### config.mk
export PLATFORM = sky130hd
export DESIGN_NAME = sbt_tap
export DESIGN_NICKNAME = d
export VERILOG_FILES = /design/src/sbt_pkg.sv /design/src/sbt_sync.sv /design/src/sbt_fsm.sv /design/src/sbt_tap.sv
export SDC_FILE = /design/constraint.sdc
export NUM_CORES = 1
export LEC_CHECK = 0
export BUFFER_PORTS_ARGS = -buffer_cell sky130_fd_sc_hd__buf_2
export CAP_MARGIN = 20
export CORE_ASPECT_RATIO = 0.7
export CORE_MARGIN = 10
export CORE_UTILIZATION = 44
export DETAILED_ROUTE_END_ITERATION = 6
export SYNTH_ARGS = -nofsm -noshare
export SYNTH_HDL_FRONTEND = slang
export SYNTH_SLANG_ARGS = --single-unit
### constraint.sdc
create_clock -name core_clk -period 3.65 [get_ports core_clk]
set_clock_uncertainty 0.05 [all_clocks]
set_input_delay 0.5475 -clock core_clk [delete_from_list [all_inputs] [get_ports core_clk]]
set_output_delay 0.5475 -clock core_clk [all_outputs]
set_load 0.02 [all_outputs]
### src/sbt_pkg.sv
// Constants and types for the SRAM boundary scan test port
// Function
// - Bypass 111 puts one-bit bypass in path
// - Sample/preload 100 captures pins at Capture-DR
// - Non-pin scan cells capture fixed default
// - All-zero code executes external test
// - External test never gates functional inputs
// - External test drives scan cells at Update-IR fall
// - External test captures pins, outputs follow cells
// - Identification 001 loads ROM, shifts it out
// - Identification active at reset and Test-Logic-Reset
// - Float-and-sample 010 floats outputs, scans ring
// - Reserved codes 011, 110 act as bypass
// - Codes are binary, MSB leftmost
// - Three-bit instructions take effect at Update-IR
// - Capture-IR loads 01 into low bits
// - Five TMS-high edges reach Test-Logic-Reset
// - 32-bit identification shifts LSB first
package sbt_pkg;
  localparam int IR_W = 3;
  localparam int ID_W = 32;
  localparam int BSR_W = 8;
  localparam int PIN_W = 6;
  localparam int OUT_W = 4;
  localparam logic [IR_W-1:0] OP_EXTEST = 3'h0;
  localparam logic [IR_W-1:0] OP_IDCODE = 3'h1;
  localparam logic [IR_W-1:0] OP_SAMPLE_Z = 3'h2;
  localparam logic [IR_W-1:0] OP_SAMPLE = 3'h4;
  localparam logic [IR_W-1:0] OP_BYPASS = 3'h7;
  localparam logic [1:0] IR_CAPTURE = 2'h1;
  // Identification value is arbitrary
  localparam logic [ID_W-1:0] ID_VALUE = 32'h0000_0a5f;
  // Place holder cells sit above the pin cells and load this value at Capture-DR
  localparam logic [BSR_W-PIN_W-1:0] BSR_FILL = 2'h3;
  localparam logic [1:0] DEF_EDGE_NONE = 2'h0;
  typedef enum logic [3:0] {
    TS_RESET, TS_IDLE, TS_SEL_DR, TS_CAP_DR, TS_SH_DR, TS_EX1_DR, TS_PA_DR, TS_EX2_DR,
    TS_UP_DR, TS_SEL_IR, TS_CAP_IR, TS_SH_IR, TS_EX1_IR, TS_PA_IR, TS_EX2_IR, TS_UP_IR
  } sbt_state_e;
endpackage : sbt_pkg

### src/sbt_sync.sv
// Two-flop synchroniser with edge detection on the second stage
`timescale 1ns/10ps
module sbt_sync (
  input wire logic core_clk,
  input wire logic reset_n,
  input wire logic din,
  output logic dout,
  output logic rise,
  output logic fall
);
  logic meta;
  logic prev;
  logic next_meta;
  logic next_dout;
  logic next_prev;
  always_comb begin
    next_meta = din;
    next_dout = meta;
    next_prev = dout;
  end
  always_ff @(posedge core_clk) begin
    if (!reset_n) begin
      meta <= 1'b1;
      dout <= 1'b1;
      prev <= 1'b1;
    end else begin
      meta <= next_meta;
      dout <= next_dout;
      prev <= next_prev;
    end
  end
  assign rise = dout & ~prev;
  assign fall = ~dout & prev;
endmodule : sbt_sync

### src/sbt_fsm.sv
// Test access port state machine, advanced on test clock rising edges
`timescale 1ns/10ps
module sbt_fsm (
  input wire logic core_clk,
  input wire logic reset_n,
  input wire logic step,
  input wire logic tms,
  output sbt_pkg::sbt_state_e state
);
  sbt_pkg::sbt_state_e next_state;
  always_comb begin
    next_state = state;
    if (step) begin
      case (state)
        sbt_pkg::TS_RESET: next_state = tms ? sbt_pkg::TS_RESET : sbt_pkg::TS_IDLE;
        sbt_pkg::TS_IDLE: next_state = tms ? sbt_pkg::TS_SEL_DR : sbt_pkg::TS_IDLE;
        sbt_pkg::TS_SEL_DR: next_state = tms ? sbt_pkg::TS_SEL_IR : sbt_pkg::TS_CAP_DR;
        sbt_pkg::TS_CAP_DR: next_state = tms ? sbt_pkg::TS_EX1_DR : sbt_pkg::TS_SH_DR;
        sbt_pkg::TS_SH_DR: next_state = tms ? sbt_pkg::TS_EX1_DR : sbt_pkg::TS_SH_DR;
        sbt_pkg::TS_EX1_DR: next_state = tms ? sbt_pkg::TS_UP_DR : sbt_pkg::TS_PA_DR;
        sbt_pkg::TS_PA_DR: next_state = tms ? sbt_pkg::TS_EX2_DR : sbt_pkg::TS_PA_DR;
        sbt_pkg::TS_EX2_DR: next_state = tms ? sbt_pkg::TS_UP_DR : sbt_pkg::TS_SH_DR;
        sbt_pkg::TS_UP_DR: next_state = tms ? sbt_pkg::TS_SEL_DR : sbt_pkg::TS_IDLE;
        // High edge here enters reset; from any state this is at most the fifth
        sbt_pkg::TS_SEL_IR: next_state = tms ? sbt_pkg::TS_RESET : sbt_pkg::TS_CAP_IR;
        sbt_pkg::TS_CAP_IR: next_state = tms ? sbt_pkg::TS_EX1_IR : sbt_pkg::TS_SH_IR;
        sbt_pkg::TS_SH_IR: next_state = tms ? sbt_pkg::TS_EX1_IR : sbt_pkg::TS_SH_IR;
        sbt_pkg::TS_EX1_IR: next_state = tms ? sbt_pkg::TS_UP_IR : sbt_pkg::TS_PA_IR;
        sbt_pkg::TS_PA_IR: next_state = tms ? sbt_pkg::TS_EX2_IR : sbt_pkg::TS_PA_IR;
        sbt_pkg::TS_EX2_IR: next_state = tms ? sbt_pkg::TS_UP_IR : sbt_pkg::TS_SH_IR;
        sbt_pkg::TS_UP_IR: next_state = tms ? sbt_pkg::TS_SEL_DR : sbt_pkg::TS_IDLE;
        default: next_state = sbt_pkg::TS_RESET;
      endcase
    end
  end
  always_ff @(posedge core_clk) begin
    if (!reset_n) begin
      state <= sbt_pkg::TS_RESET;
    end else begin
      state <= next_state;
    end
  end
endmodule : sbt_fsm

### src/sbt_tap.sv
// Boundary scan test port top: instruction decode and data register selection
`timescale 1ns/10ps
module sbt_tap (
  input wire logic core_clk,
  input wire logic reset_n,
  input wire logic tck,
  input wire logic tms,
  input wire logic tdi,
  input wire logic [sbt_pkg::PIN_W-1:0] pin_in,
  output logic tdo,
  output logic tdo_oe,
  output logic [sbt_pkg::OUT_W-1:0] scan_out,
  output logic scan_out_sel,
  output logic ram_out_float,
  output logic [sbt_pkg::IR_W-1:0] active_op
);
  logic tck_s;
  logic tck_rise;
  logic tck_fall;
  logic tms_s;
  logic tdi_s;
  logic [sbt_pkg::PIN_W-1:0] pin_s;
  logic [sbt_pkg::PIN_W-1:0] pin_m;
  sbt_pkg::sbt_state_e state;

  sbt_sync u_tck (
    .core_clk(core_clk),
    .reset_n(reset_n),
    .din(tck),
    .dout(tck_s),
    .rise(tck_rise),
    .fall(tck_fall)
  );
  sbt_sync u_tms (
    .core_clk(core_clk),
    .reset_n(reset_n),
    .din(tms),
    .dout(tms_s),
    .rise(),
    .fall()
  );
  sbt_sync u_tdi (
    .core_clk(core_clk),
    .reset_n(reset_n),
    .din(tdi),
    .dout(tdi_s),
    .rise(),
    .fall()
  );
  // Pin levels only matter at capture; the controller holds them steady there
  always_ff @(posedge core_clk) begin
    pin_m <= pin_in;
    pin_s <= pin_m;
  end

  sbt_fsm u_fsm (
    .core_clk(core_clk),
    .reset_n(reset_n),
    .step(tck_rise),
    .tms(tms_s),
    .state(state)
  );

  logic [sbt_pkg::IR_W-1:0] ir_sh;
  logic [sbt_pkg::IR_W-1:0] op;
  logic [sbt_pkg::ID_W-1:0] id_sh;
  logic [sbt_pkg::BSR_W-1:0] bsr;
  logic byp;
  logic up_ir_seen;
  logic [sbt_pkg::IR_W-1:0] next_ir_sh;
  logic [sbt_pkg::IR_W-1:0] next_op;
  logic [sbt_pkg::ID_W-1:0] next_id_sh;
  logic [sbt_pkg::BSR_W-1:0] next_bsr;
  logic next_byp;
  logic next_up_ir_seen;
  logic sel_bsr;
  logic sel_id;

  // Codes compared MSB-first as printed; private 101 and reserved codes fall to bypass
  always_comb begin
    sel_bsr = (op == sbt_pkg::OP_EXTEST) || (op == sbt_pkg::OP_SAMPLE)
      || (op == sbt_pkg::OP_SAMPLE_Z);
    sel_id = (op == sbt_pkg::OP_IDCODE);
  end

  always_comb begin
    next_ir_sh = ir_sh;
    next_op = op;
    next_id_sh = id_sh;
    next_bsr = bsr;
    next_byp = byp;
    next_up_ir_seen = up_ir_seen;
    if (state == sbt_pkg::TS_RESET) begin
      next_op = sbt_pkg::OP_IDCODE;
    end
    if (tck_rise) begin
      case (state)
        sbt_pkg::TS_CAP_IR: begin
          next_ir_sh = {op[sbt_pkg::IR_W-1:2], sbt_pkg::IR_CAPTURE};
        end
        sbt_pkg::TS_SH_IR: begin
          next_ir_sh = {tdi_s, ir_sh[sbt_pkg::IR_W-1:1]};
        end
        sbt_pkg::TS_CAP_DR: begin
          if (sel_id) begin
            next_id_sh = sbt_pkg::ID_VALUE;
          end else if (sel_bsr) begin
            // Pins into low cells, fixed default into the rest
            next_bsr = {sbt_pkg::BSR_FILL, pin_s};
          end else begin
            next_byp = 1'b0;
          end
        end
        sbt_pkg::TS_SH_DR: begin
          if (sel_id) begin
            next_id_sh = {tdi_s, id_sh[sbt_pkg::ID_W-1:1]};
          end else if (sel_bsr) begin
            next_bsr = {tdi_s, bsr[sbt_pkg::BSR_W-1:1]};
          end else begin
            next_byp = tdi_s;
          end
        end
        default: begin
        end
      endcase
    end
    // New instruction acts on the falling edge in Update-IR
    next_up_ir_seen = (state == sbt_pkg::TS_UP_IR);
    if (tck_fall && state == sbt_pkg::TS_UP_IR) begin
      next_op = ir_sh;
    end
  end

  always_ff @(posedge core_clk) begin
    if (!reset_n) begin
      ir_sh <= sbt_pkg::OP_IDCODE;
      op <= sbt_pkg::OP_IDCODE;
      id_sh <= sbt_pkg::ID_VALUE;
      bsr <= '0;
      byp <= 1'b0;
      up_ir_seen <= 1'b0;
    end else begin
      ir_sh <= next_ir_sh;
      op <= next_op;
      id_sh <= next_id_sh;
      bsr <= next_bsr;
      byp <= next_byp;
      up_ir_seen <= next_up_ir_seen;
    end
  end

  // Serial output and its enable change on the test clock falling edge
  logic next_tdo;
  logic next_tdo_oe;
  logic [sbt_pkg::OUT_W-1:0] next_scan_out;
  logic next_scan_out_sel;
  logic next_float;
  logic shifting;

  always_comb begin
    shifting = (state == sbt_pkg::TS_SH_DR) || (state == sbt_pkg::TS_SH_IR);
    next_tdo = tdo;
    next_tdo_oe = tdo_oe;
    next_scan_out = scan_out;
    next_scan_out_sel = scan_out_sel;
    next_float = ram_out_float;
    if (tck_fall) begin
      next_tdo_oe = shifting;
      if (state == sbt_pkg::TS_SH_IR) begin
        next_tdo = ir_sh[0];
      end else if (sel_id) begin
        next_tdo = id_sh[0];
      end else if (sel_bsr) begin
        next_tdo = bsr[0];
      end else begin
        next_tdo = byp;
      end
    end
    // Output cells follow the scan register while external test holds
    next_scan_out_sel = (op == sbt_pkg::OP_EXTEST);
    if (op == sbt_pkg::OP_EXTEST) begin
      next_scan_out = bsr[sbt_pkg::OUT_W-1:0];
    end
    next_float = (op == sbt_pkg::OP_SAMPLE_Z);
  end

  // Functional inputs are never gated here: only outputs are steered
  always_ff @(posedge core_clk) begin
    if (!reset_n) begin
      tdo <= 1'b0;
      tdo_oe <= 1'b0;
      scan_out <= '0;
      scan_out_sel <= 1'b0;
      ram_out_float <= 1'b0;
      active_op <= sbt_pkg::OP_IDCODE;
    end else begin
      tdo <= next_tdo;
      tdo_oe <= next_tdo_oe;
      scan_out <= next_scan_out;
      scan_out_sel <= next_scan_out_sel;
      ram_out_float <= next_float;
      active_op <= op;
    end
  end
endmodule : sbt_tap

==> results.py, run 1 <==
metrics = {
    "die": {
        "start_util_pct": 46.26,
        "fp.dieH_um": 91.33,
        "core_area_mm2": 0.006913,
        "die_area_mm2": 0.01113,
        "dieWidth_um": 121.9,
        "num_rows": 25,
        "ios": 22,
    },
    "placement": {
        "place.detailed.hpwl_mm": 3.911,
        "portBuffers": 21,
        "gp_congestion": 0.7453,
    },
    "sta": {
        "setup_violations": 0,
        "tightest_slew_ns": 0.8859,
        "finalCriticalPeriod_ns": 2.629,
        "drv_slew": 0,
        "finalHoldViolCount": 0,
        "min_period_over_period_pct": 72.03,
        "whs_ns": 0.2388,
        "fmax_mhz": 380.4,
        "fin_setup_tns_ns": 0,
        "rsz0062_at_grt": "no",
        "relSlewSlack_pct": 40.79,
    },
    "worst_setup_path": {
        "reg2reg_depth": 5,
        "crit_buf_inv": 1,
        "crit_slowest_cell": "dfxtp_1",
        "path_max_fanout": 36,
        "crit_path_start": "u_fsm.state[2]",
        "crit_family": "compound AO/OA/AOI/OAI gates",
        "endpoint_kind": "flip-flop",
        "path_class": "reg2reg",
        "reg2reg_from": "u_fsm.state[2]",
        "max_stage_delay_ns": 0.68,
        "crit_required_ns": 3.83,
        "critPathLaunchType": "flip-flop",
        "cp_cell_sequence": "or3b_4, a2111o_1, buf_4, nor3_1, o21ai_0",
        "reg2reg_slack_ns": 1.02,
        "r2r-end": "id_sh[0]",
        "arrival_ns": 2.81,
    },
    "drt": {
        "vias_per_cell": 5.331,
        "routedWlPerCell_um": 13.78,
        "drc": 0,
        "dr.pass1.iters": 4,
        "drt_iter0_markers": 187,
        "vias": 2399,
        "ant_nets": 0,
        "totalWireLength_mm": 6.203,
    },
    "final_layout": {
        "layout_common_cells": "81 x dfxtp_1, 58 x nand3_1, 24 x nand2_1, 24 x o21ai_1, 21 x buf_2",
        "multiInputGateArea_mm2": 0.001406,
        "regArea_mm2": 0.001622,
        "drive_gt1_share_pct": 12.36,
        "fillers": 668,
        "finalNetCount": 364,
        "area_growth_pct": 8.529,
        "antenna_cells": 0,
        "final_common_cell": "dfxtp_1",
    },
    "global_route": {
        "grt_first_pass_wirelength_mm": 10.52,
        "grt_pass1_vias": 2194,
        "track_usage_pct": 11.72,
        "grt_max_degree": 66,
        "grt.overflow.total": 0,
        "antenna_found_initial": 0,
    },
    "min_path": {
        "worstHoldPathCells": 1,
        "hp-start": "pin_in[5]",
        "holdPathEnd": "pin_m[5]",
        "hp-class": "in2reg",
    },
    "logic_synthesis": {
        "postSynth.asyncResetShare_pct": 0,
        "netlist_area_mm2": 0.003198,
        "netlist_instances": 351,
        "yosys.area.top_type": "dfxtp_1",
        "synth_edf_count": 0,
        "syn_avg_cell_area_um2": 9.111,
        "synth-seq-cells": 81,
        "ys_warn_count": 0,
        "synth.distinct_cells": 43,
        "synthFlopType": "dfxtp_1",
        "synth_nets": 362,
        "yosysTopAreaCellShare_pct": 50.70,
        "synth-seq-area-share_pct": 50.70,
        "ys_top_cells_by_area": "dfxtp_1 51%, nand3_1 9.1%, o21ai_1 3.8%",
    },
    "run_status": {
        "status": "finished clean",
    },
    "clocking": {
        "cts_max_level": 3,
        "clk_pin_slew_worst_paths_ns": 0.08,
        "clk_latency_ns": 0.36,
        "cts_resized": 0,
        "cts_buffers": 9,
        "holdBufCountCts": 0,
        "cts.sinks": 81,
        "cts_buffer_depth": 2,
        "cts_tree": "yes",
        "post-cts-setup-buffer-count": 0,
        "root_buffer": "clkbuf_8",
    },
    "power": {
        "vdd_ir_drop_max_uv": 284.1,
        "power_density_mw_per_mm2": 435.0,
        "p_leak_nw": 1.303,
    },
    "run": {
        "max_cap_viol_count": 0,
    },
}
state kept, by name, summed over array words and instances, names as in the netlist, 3 cells and up:
name and flops:
active_op 3, pin_m 6, bsr 8, u_fsm.state 4, ir_sh 3, op 3, pin_s 6, scan_out 4
id_sh 32
report_power, final:
group | internal [W] | switching [W]
registers | 0.000895 | 0.00000479
clock network | 0.000278 | 0.000291
logic | 0.0000149 | 0.0000266
total | 0.00119 | 0.000322
cell type report:
cell class | instances | area share [%]
Sequential cell | 81 | 46.72
Multi-Input combinational cell | 232 | 40.52
Clock buffer | 14 | 4.686
Timing Repair Buffer | 25 | 4.254
Tap cell | 94 | 3.389
Inverter | 4 | 0.4326
cell usage after synthesis, types with 4 or more instances:
cell type  count
a21boi_0       4
a21oi_1        4
buf_2          6
clkbuf_1      20
dfxtp_1       81
inv_1          4
mux2i_1        7
nand2_1       24
nand2b_1      12
nand3_1       58
nor2_1        15
nor2b_1        7
nor3_1        10
o211a_1       10
o211ai_1       6
o21ai_0       16
o21ai_1       24
cells by family (layout without fill, tap and decap cells):
logic type | after synthesis | count (layout) | share of synthesized area [%]
multiplexers | 7 | 7 | 2.191
buffers and inverters | 38 | 43 | 5.516
flip-flops | 81 | 81 | 50.70
XOR/XNOR | 1 | 1 | 0.2739
adder cells (fa/ha/maj) | 1 | 1 | 0.3130
AO/OA/AOI/OAI | 78 | 78 | 17.21
AND/OR/NAND/NOR | 145 | 145 | 23.79
stage by stage:
stage          cells  cell area [um2]  total power, W  setup WS (ns)  util (%)
3_5_place_dp     436             3308       0.0009618          1.029     47.86
3_3_place_gp     436             3308       0.0009614          1.089     47.86
2_1_floorplan    351             3198       0.0009474          1.767         -
4_1_cts          450             3471        0.001525          1.039     50.21
5_1_grt          450             3471        0.001568         0.8386     50.21
6_report         450             3471        0.001510          1.021     50.21
how the worst max path moves through the flow:
stage	endpoint	cells after the start
floorplan	id_sh[11]	7
global placement	id_sh[0]	5
detailed placement	id_sh[0]	5
CTS	id_sh[1]	5
global route	id_sh[1]	5
finish	id_sh[0]	5
per-layer routing:
layer / global-route usage, % / routed length [um] / vias to the layer above / part of all wire [%]
li1: - / - / 1242 / -
met1: 15.39 / 3203 / 1104 / 52
met2: 16.28 / 2588 / 44 / 42
met3: 5.257 / 332 / 9 / 5.4
met4: 4.554 / 78 / 0 / 1.3
met5: 0 / 0 / - / 0
No activity file was read; power rests on OpenSTA's default activity.
==> run 2, diff against run 1 <==
- ABC_AREA: unset -> 1
- clock period: 3.65 -> 2.5 ns (I/O delays scaled with it)
==> run 2 against run 1 <==
Critical path depth is 3 higher. Critical endpoint is now id_sh[30]. Final area is 0.76% higher. Sequential cell count unchanged. Setup slack got worse by 0.37 ns. Critical path type unchanged.
==> results.py, run 2 <==
metrics = {
    "placement": {
        "dp.cells": 492,
        "portBuffers": 21,
        "gp_congestion": 0.8986,
        "place.detailed.hpwl_mm": 4.044,
        "placed_area_mm2": 0.003247,
    },
    "drt": {
        "vias_per_cell": 4.943,
        "ant_nets": 0,
        "routedWlPerCell_um": 12.10,
        "drt_iter0_markers": 235,
        "met1Wirelength_mm": 3.155,
        "dr.pass1.iters": 5,
        "route.met3.wl_um": 388,
        "vias": 2511,
        "drc": 0,
        "topRoutingLayerUsed": "met4",
        "totalWireLength_mm": 6.148,
        "wl_met2_mm": 2.539,
    },
    "worst_setup_path": {
        "crit_top_cell": "nand2_1",
        "crit_buf_inv": 1,
        "reg2reg_slack_ns": 0.66,
        "crit_family": "simple AND/OR/NAND/NOR gates",
        "path_max_fanout": 32,
        "endpoint_kind": "flip-flop",
        "crit_required_ns": 2.73,
        "path_class": "reg2reg",
        "critPathLaunchType": "flip-flop",
        "crit_slowest_cell": "dfxtp_1",
        "cp_cell_sequence": "nor2_1, nand2_1, nand2_2, nand2_4, nor2_8, inv_2, nand2_1, a21oi_1",
        "arrival_ns": 2.07,
        "max_stage_delay_ns": 0.52,
    },
    "die": {
        "num_rows": 25,
        "core_area_mm2": 0.006788,
        "fp.dieH_um": 90.18,
        "die_area_mm2": 0.01084,
        "ios": 22,
        "dieWidth_um": 120.3,
        "start_util_pct": 45.60,
    },
    "power": {
        "p_leak_nw": 1.493,
        "power_density_mw_per_mm2": 721.2,
        "vdd_ir_drop_max_uv": 450.7,
    },
    "logic_synthesis": {
        "yosys-top-cells-count": "104 x nand2_1, 81 x dfxtp_1, 41 x a21oi_1, 41 x nand3_1",
        "ys_warn_count": 0,
        "netlist_instances": 390,
        "yosysTopAreaCellShare_pct": 52.38,
        "ys_top_cells_by_area": "dfxtp_1 52%, nand2_1 13%, a21oi_1 6.6%",
        "syn_avg_cell_area_um2": 7.937,
        "synth.distinct_cells": 28,
        "synth_edf_count": 0,
        "synthFlopType": "dfxtp_1",
        "yosys.area.top_type": "dfxtp_1",
        "netlist_area_mm2": 0.003095,
        "synth-seq-area-share_pct": 52.38,
        "synth.most_common_cell": "nand2_1",
        "synth-seq-cells": 81,
        "postSynth.asyncResetShare_pct": 0,
        "synth_nets": 401,
    },
    "global_route": {
        "track_usage_pct": 12.02,
        "grt_pass1_vias": 2295,
        "grt.overflow.total": 0,
        "grt_max_degree": 34,
        "antenna_found_initial": 0,
        "grt_first_pass_wirelength_mm": 10.82,
    },
    "final_layout": {
        "fillers": 655,
        "finalNetCount": 420,
        "layout_common_cells": "104 x nand2_1, 81 x dfxtp_1, 41 x nand3_1, 41 x a21oi_1",
        "drive_gt1_share_pct": 15.22,
        "fin_area_mm2": 0.003497,
        "final_common_cell": "nand2_1",
        "largest_reg_flops": 32,
        "finalNonFillerCells": 508,
        "antenna_cells": 0,
        "regMostFlops": "id_sh",
        "regArea_mm2": 0.001622,
        "top_regs": "id_sh (32), bsr (8)",
        "multiInputGateArea_mm2": 0.001240,
        "area_growth_pct": 12.97,
    },
    "sta": {
        "drv_slew": 0,
        "rsz0062_at_grt": "no",
        "tightest_slew_ns": 0.6716,
        "min_period_over_period_pct": 73.79,
        "fmax_mhz": 542.0,
        "finalCriticalPeriod_ns": 1.845,
        "setup_violations": 0,
        "whs_ns": 0.07009,
        "relSlewSlack_pct": 54.88,
        "fin_setup_tns_ns": 0,
        "finalHoldViolCount": 0,
    },
    "clocking": {
        "root_buffer": "clkbuf_8",
        "cts.sinks": 81,
        "cts_max_level": 3,
        "cts_tree": "yes",
        "cts_buffers": 9,
        "clk_pin_slew_worst_paths_ns": 0.08,
        "cts_buffer_depth": 2,
        "post-cts-setup-buffer-count": 0,
        "holdBufCountCts": 0,
        "cts_resized": 0,
        "clk_latency_ns": 0.35,
    },
    "run_status": {
        "status": "finished clean",
    },
    "min_path": {
        "hp-class": "in2reg",
    },
    "run": {
        "max_cap_viol_count": 0,
    },
}
[run 2: changes by cell type in the layout (fill, tap and decap cells not counted), moves of 4 or more]
cell	previous run	this run
nor2b_1	7	0
mux2i_1	7	0
nand3_1	58	41
o21ai_0	16	25
or2_2	0	7
o211a_1	10	0
a21oi_1	4	41
inv_2	0	4
nand2_1	24	104
nor3_1	10	3
nand2b_1	12	0
inv_1	4	25
o21ai_1	24	0
o211ai_1	6	2
[run 2: worst reg2reg max path: stages, from the launching register on]
cell and delay (ns):
dfxtp_1 0.52, nor2_1 0.15, nand2_1 0.13, nand2_2 0.08, nand2_4 0.11, nor2_8 0.07
inv_2 0.39, nand2_1 0.11, a21oi_1 0.17
[run 2: area by class of cell]
cell class              instances  share of cell area [%]
flip-flops and latches         81                   46.37
multi-input cells             261                   35.46
repair buffers                 26                   4.437
clock buffers                  10                   3.936
well taps                      94                   3.363
clock inverters                 6                   3.220
inverters                      30                   3.220
[run 2: cell families after synthesis]
logic type | after synthesis | share of synthesized area [%]
flops | 81 | 52.38
simple gates | 187 | 27.53
buf+inv | 48 | 7.558
compound gates | 74 | 12.53
[run 2: metrics by stage]
step / utilization, % / total power, W / setup slack, ns
floorplan: - / 0.001376 / 1.075
global placement: 47.83 / 0.001398 / 0.7714
detailed placement: 47.83 / 0.001399 / 0.6636
CTS: 51.52 / 0.002562 / 0.6583
global route: 51.52 / 0.002631 / 0.4834
finish: 51.52 / 0.002522 / 0.6551
[run 2: final timing paths]
check                       from   endpoint  depth (start not counted)
setup / recovery  u_fsm.state[0]  id_sh[30]                          8
hold / removal         pin_in[1]   pin_m[1]                          1
setup reg to reg  u_fsm.state[0]  id_sh[30]                          8
hold reg to reg         pin_m[5]   pin_s[5]                          0
[run 2: power breakdown]
part           leakage, nW  internal, W  total [W]  switching (W)
logic                0.707    0.0000198  0.0000542      0.0000345
clock network        0.127     0.000694    0.00115       0.000461
registers            0.659      0.00131    0.00131     0.00000719
[run 2: layer usage]
metal  global-route usage [%]  vias up
met3                    4.497        9
li1                         -     1312
met1                    16.43     1121
met5                        0        -
met4                    4.609        0
met2                    16.59       69
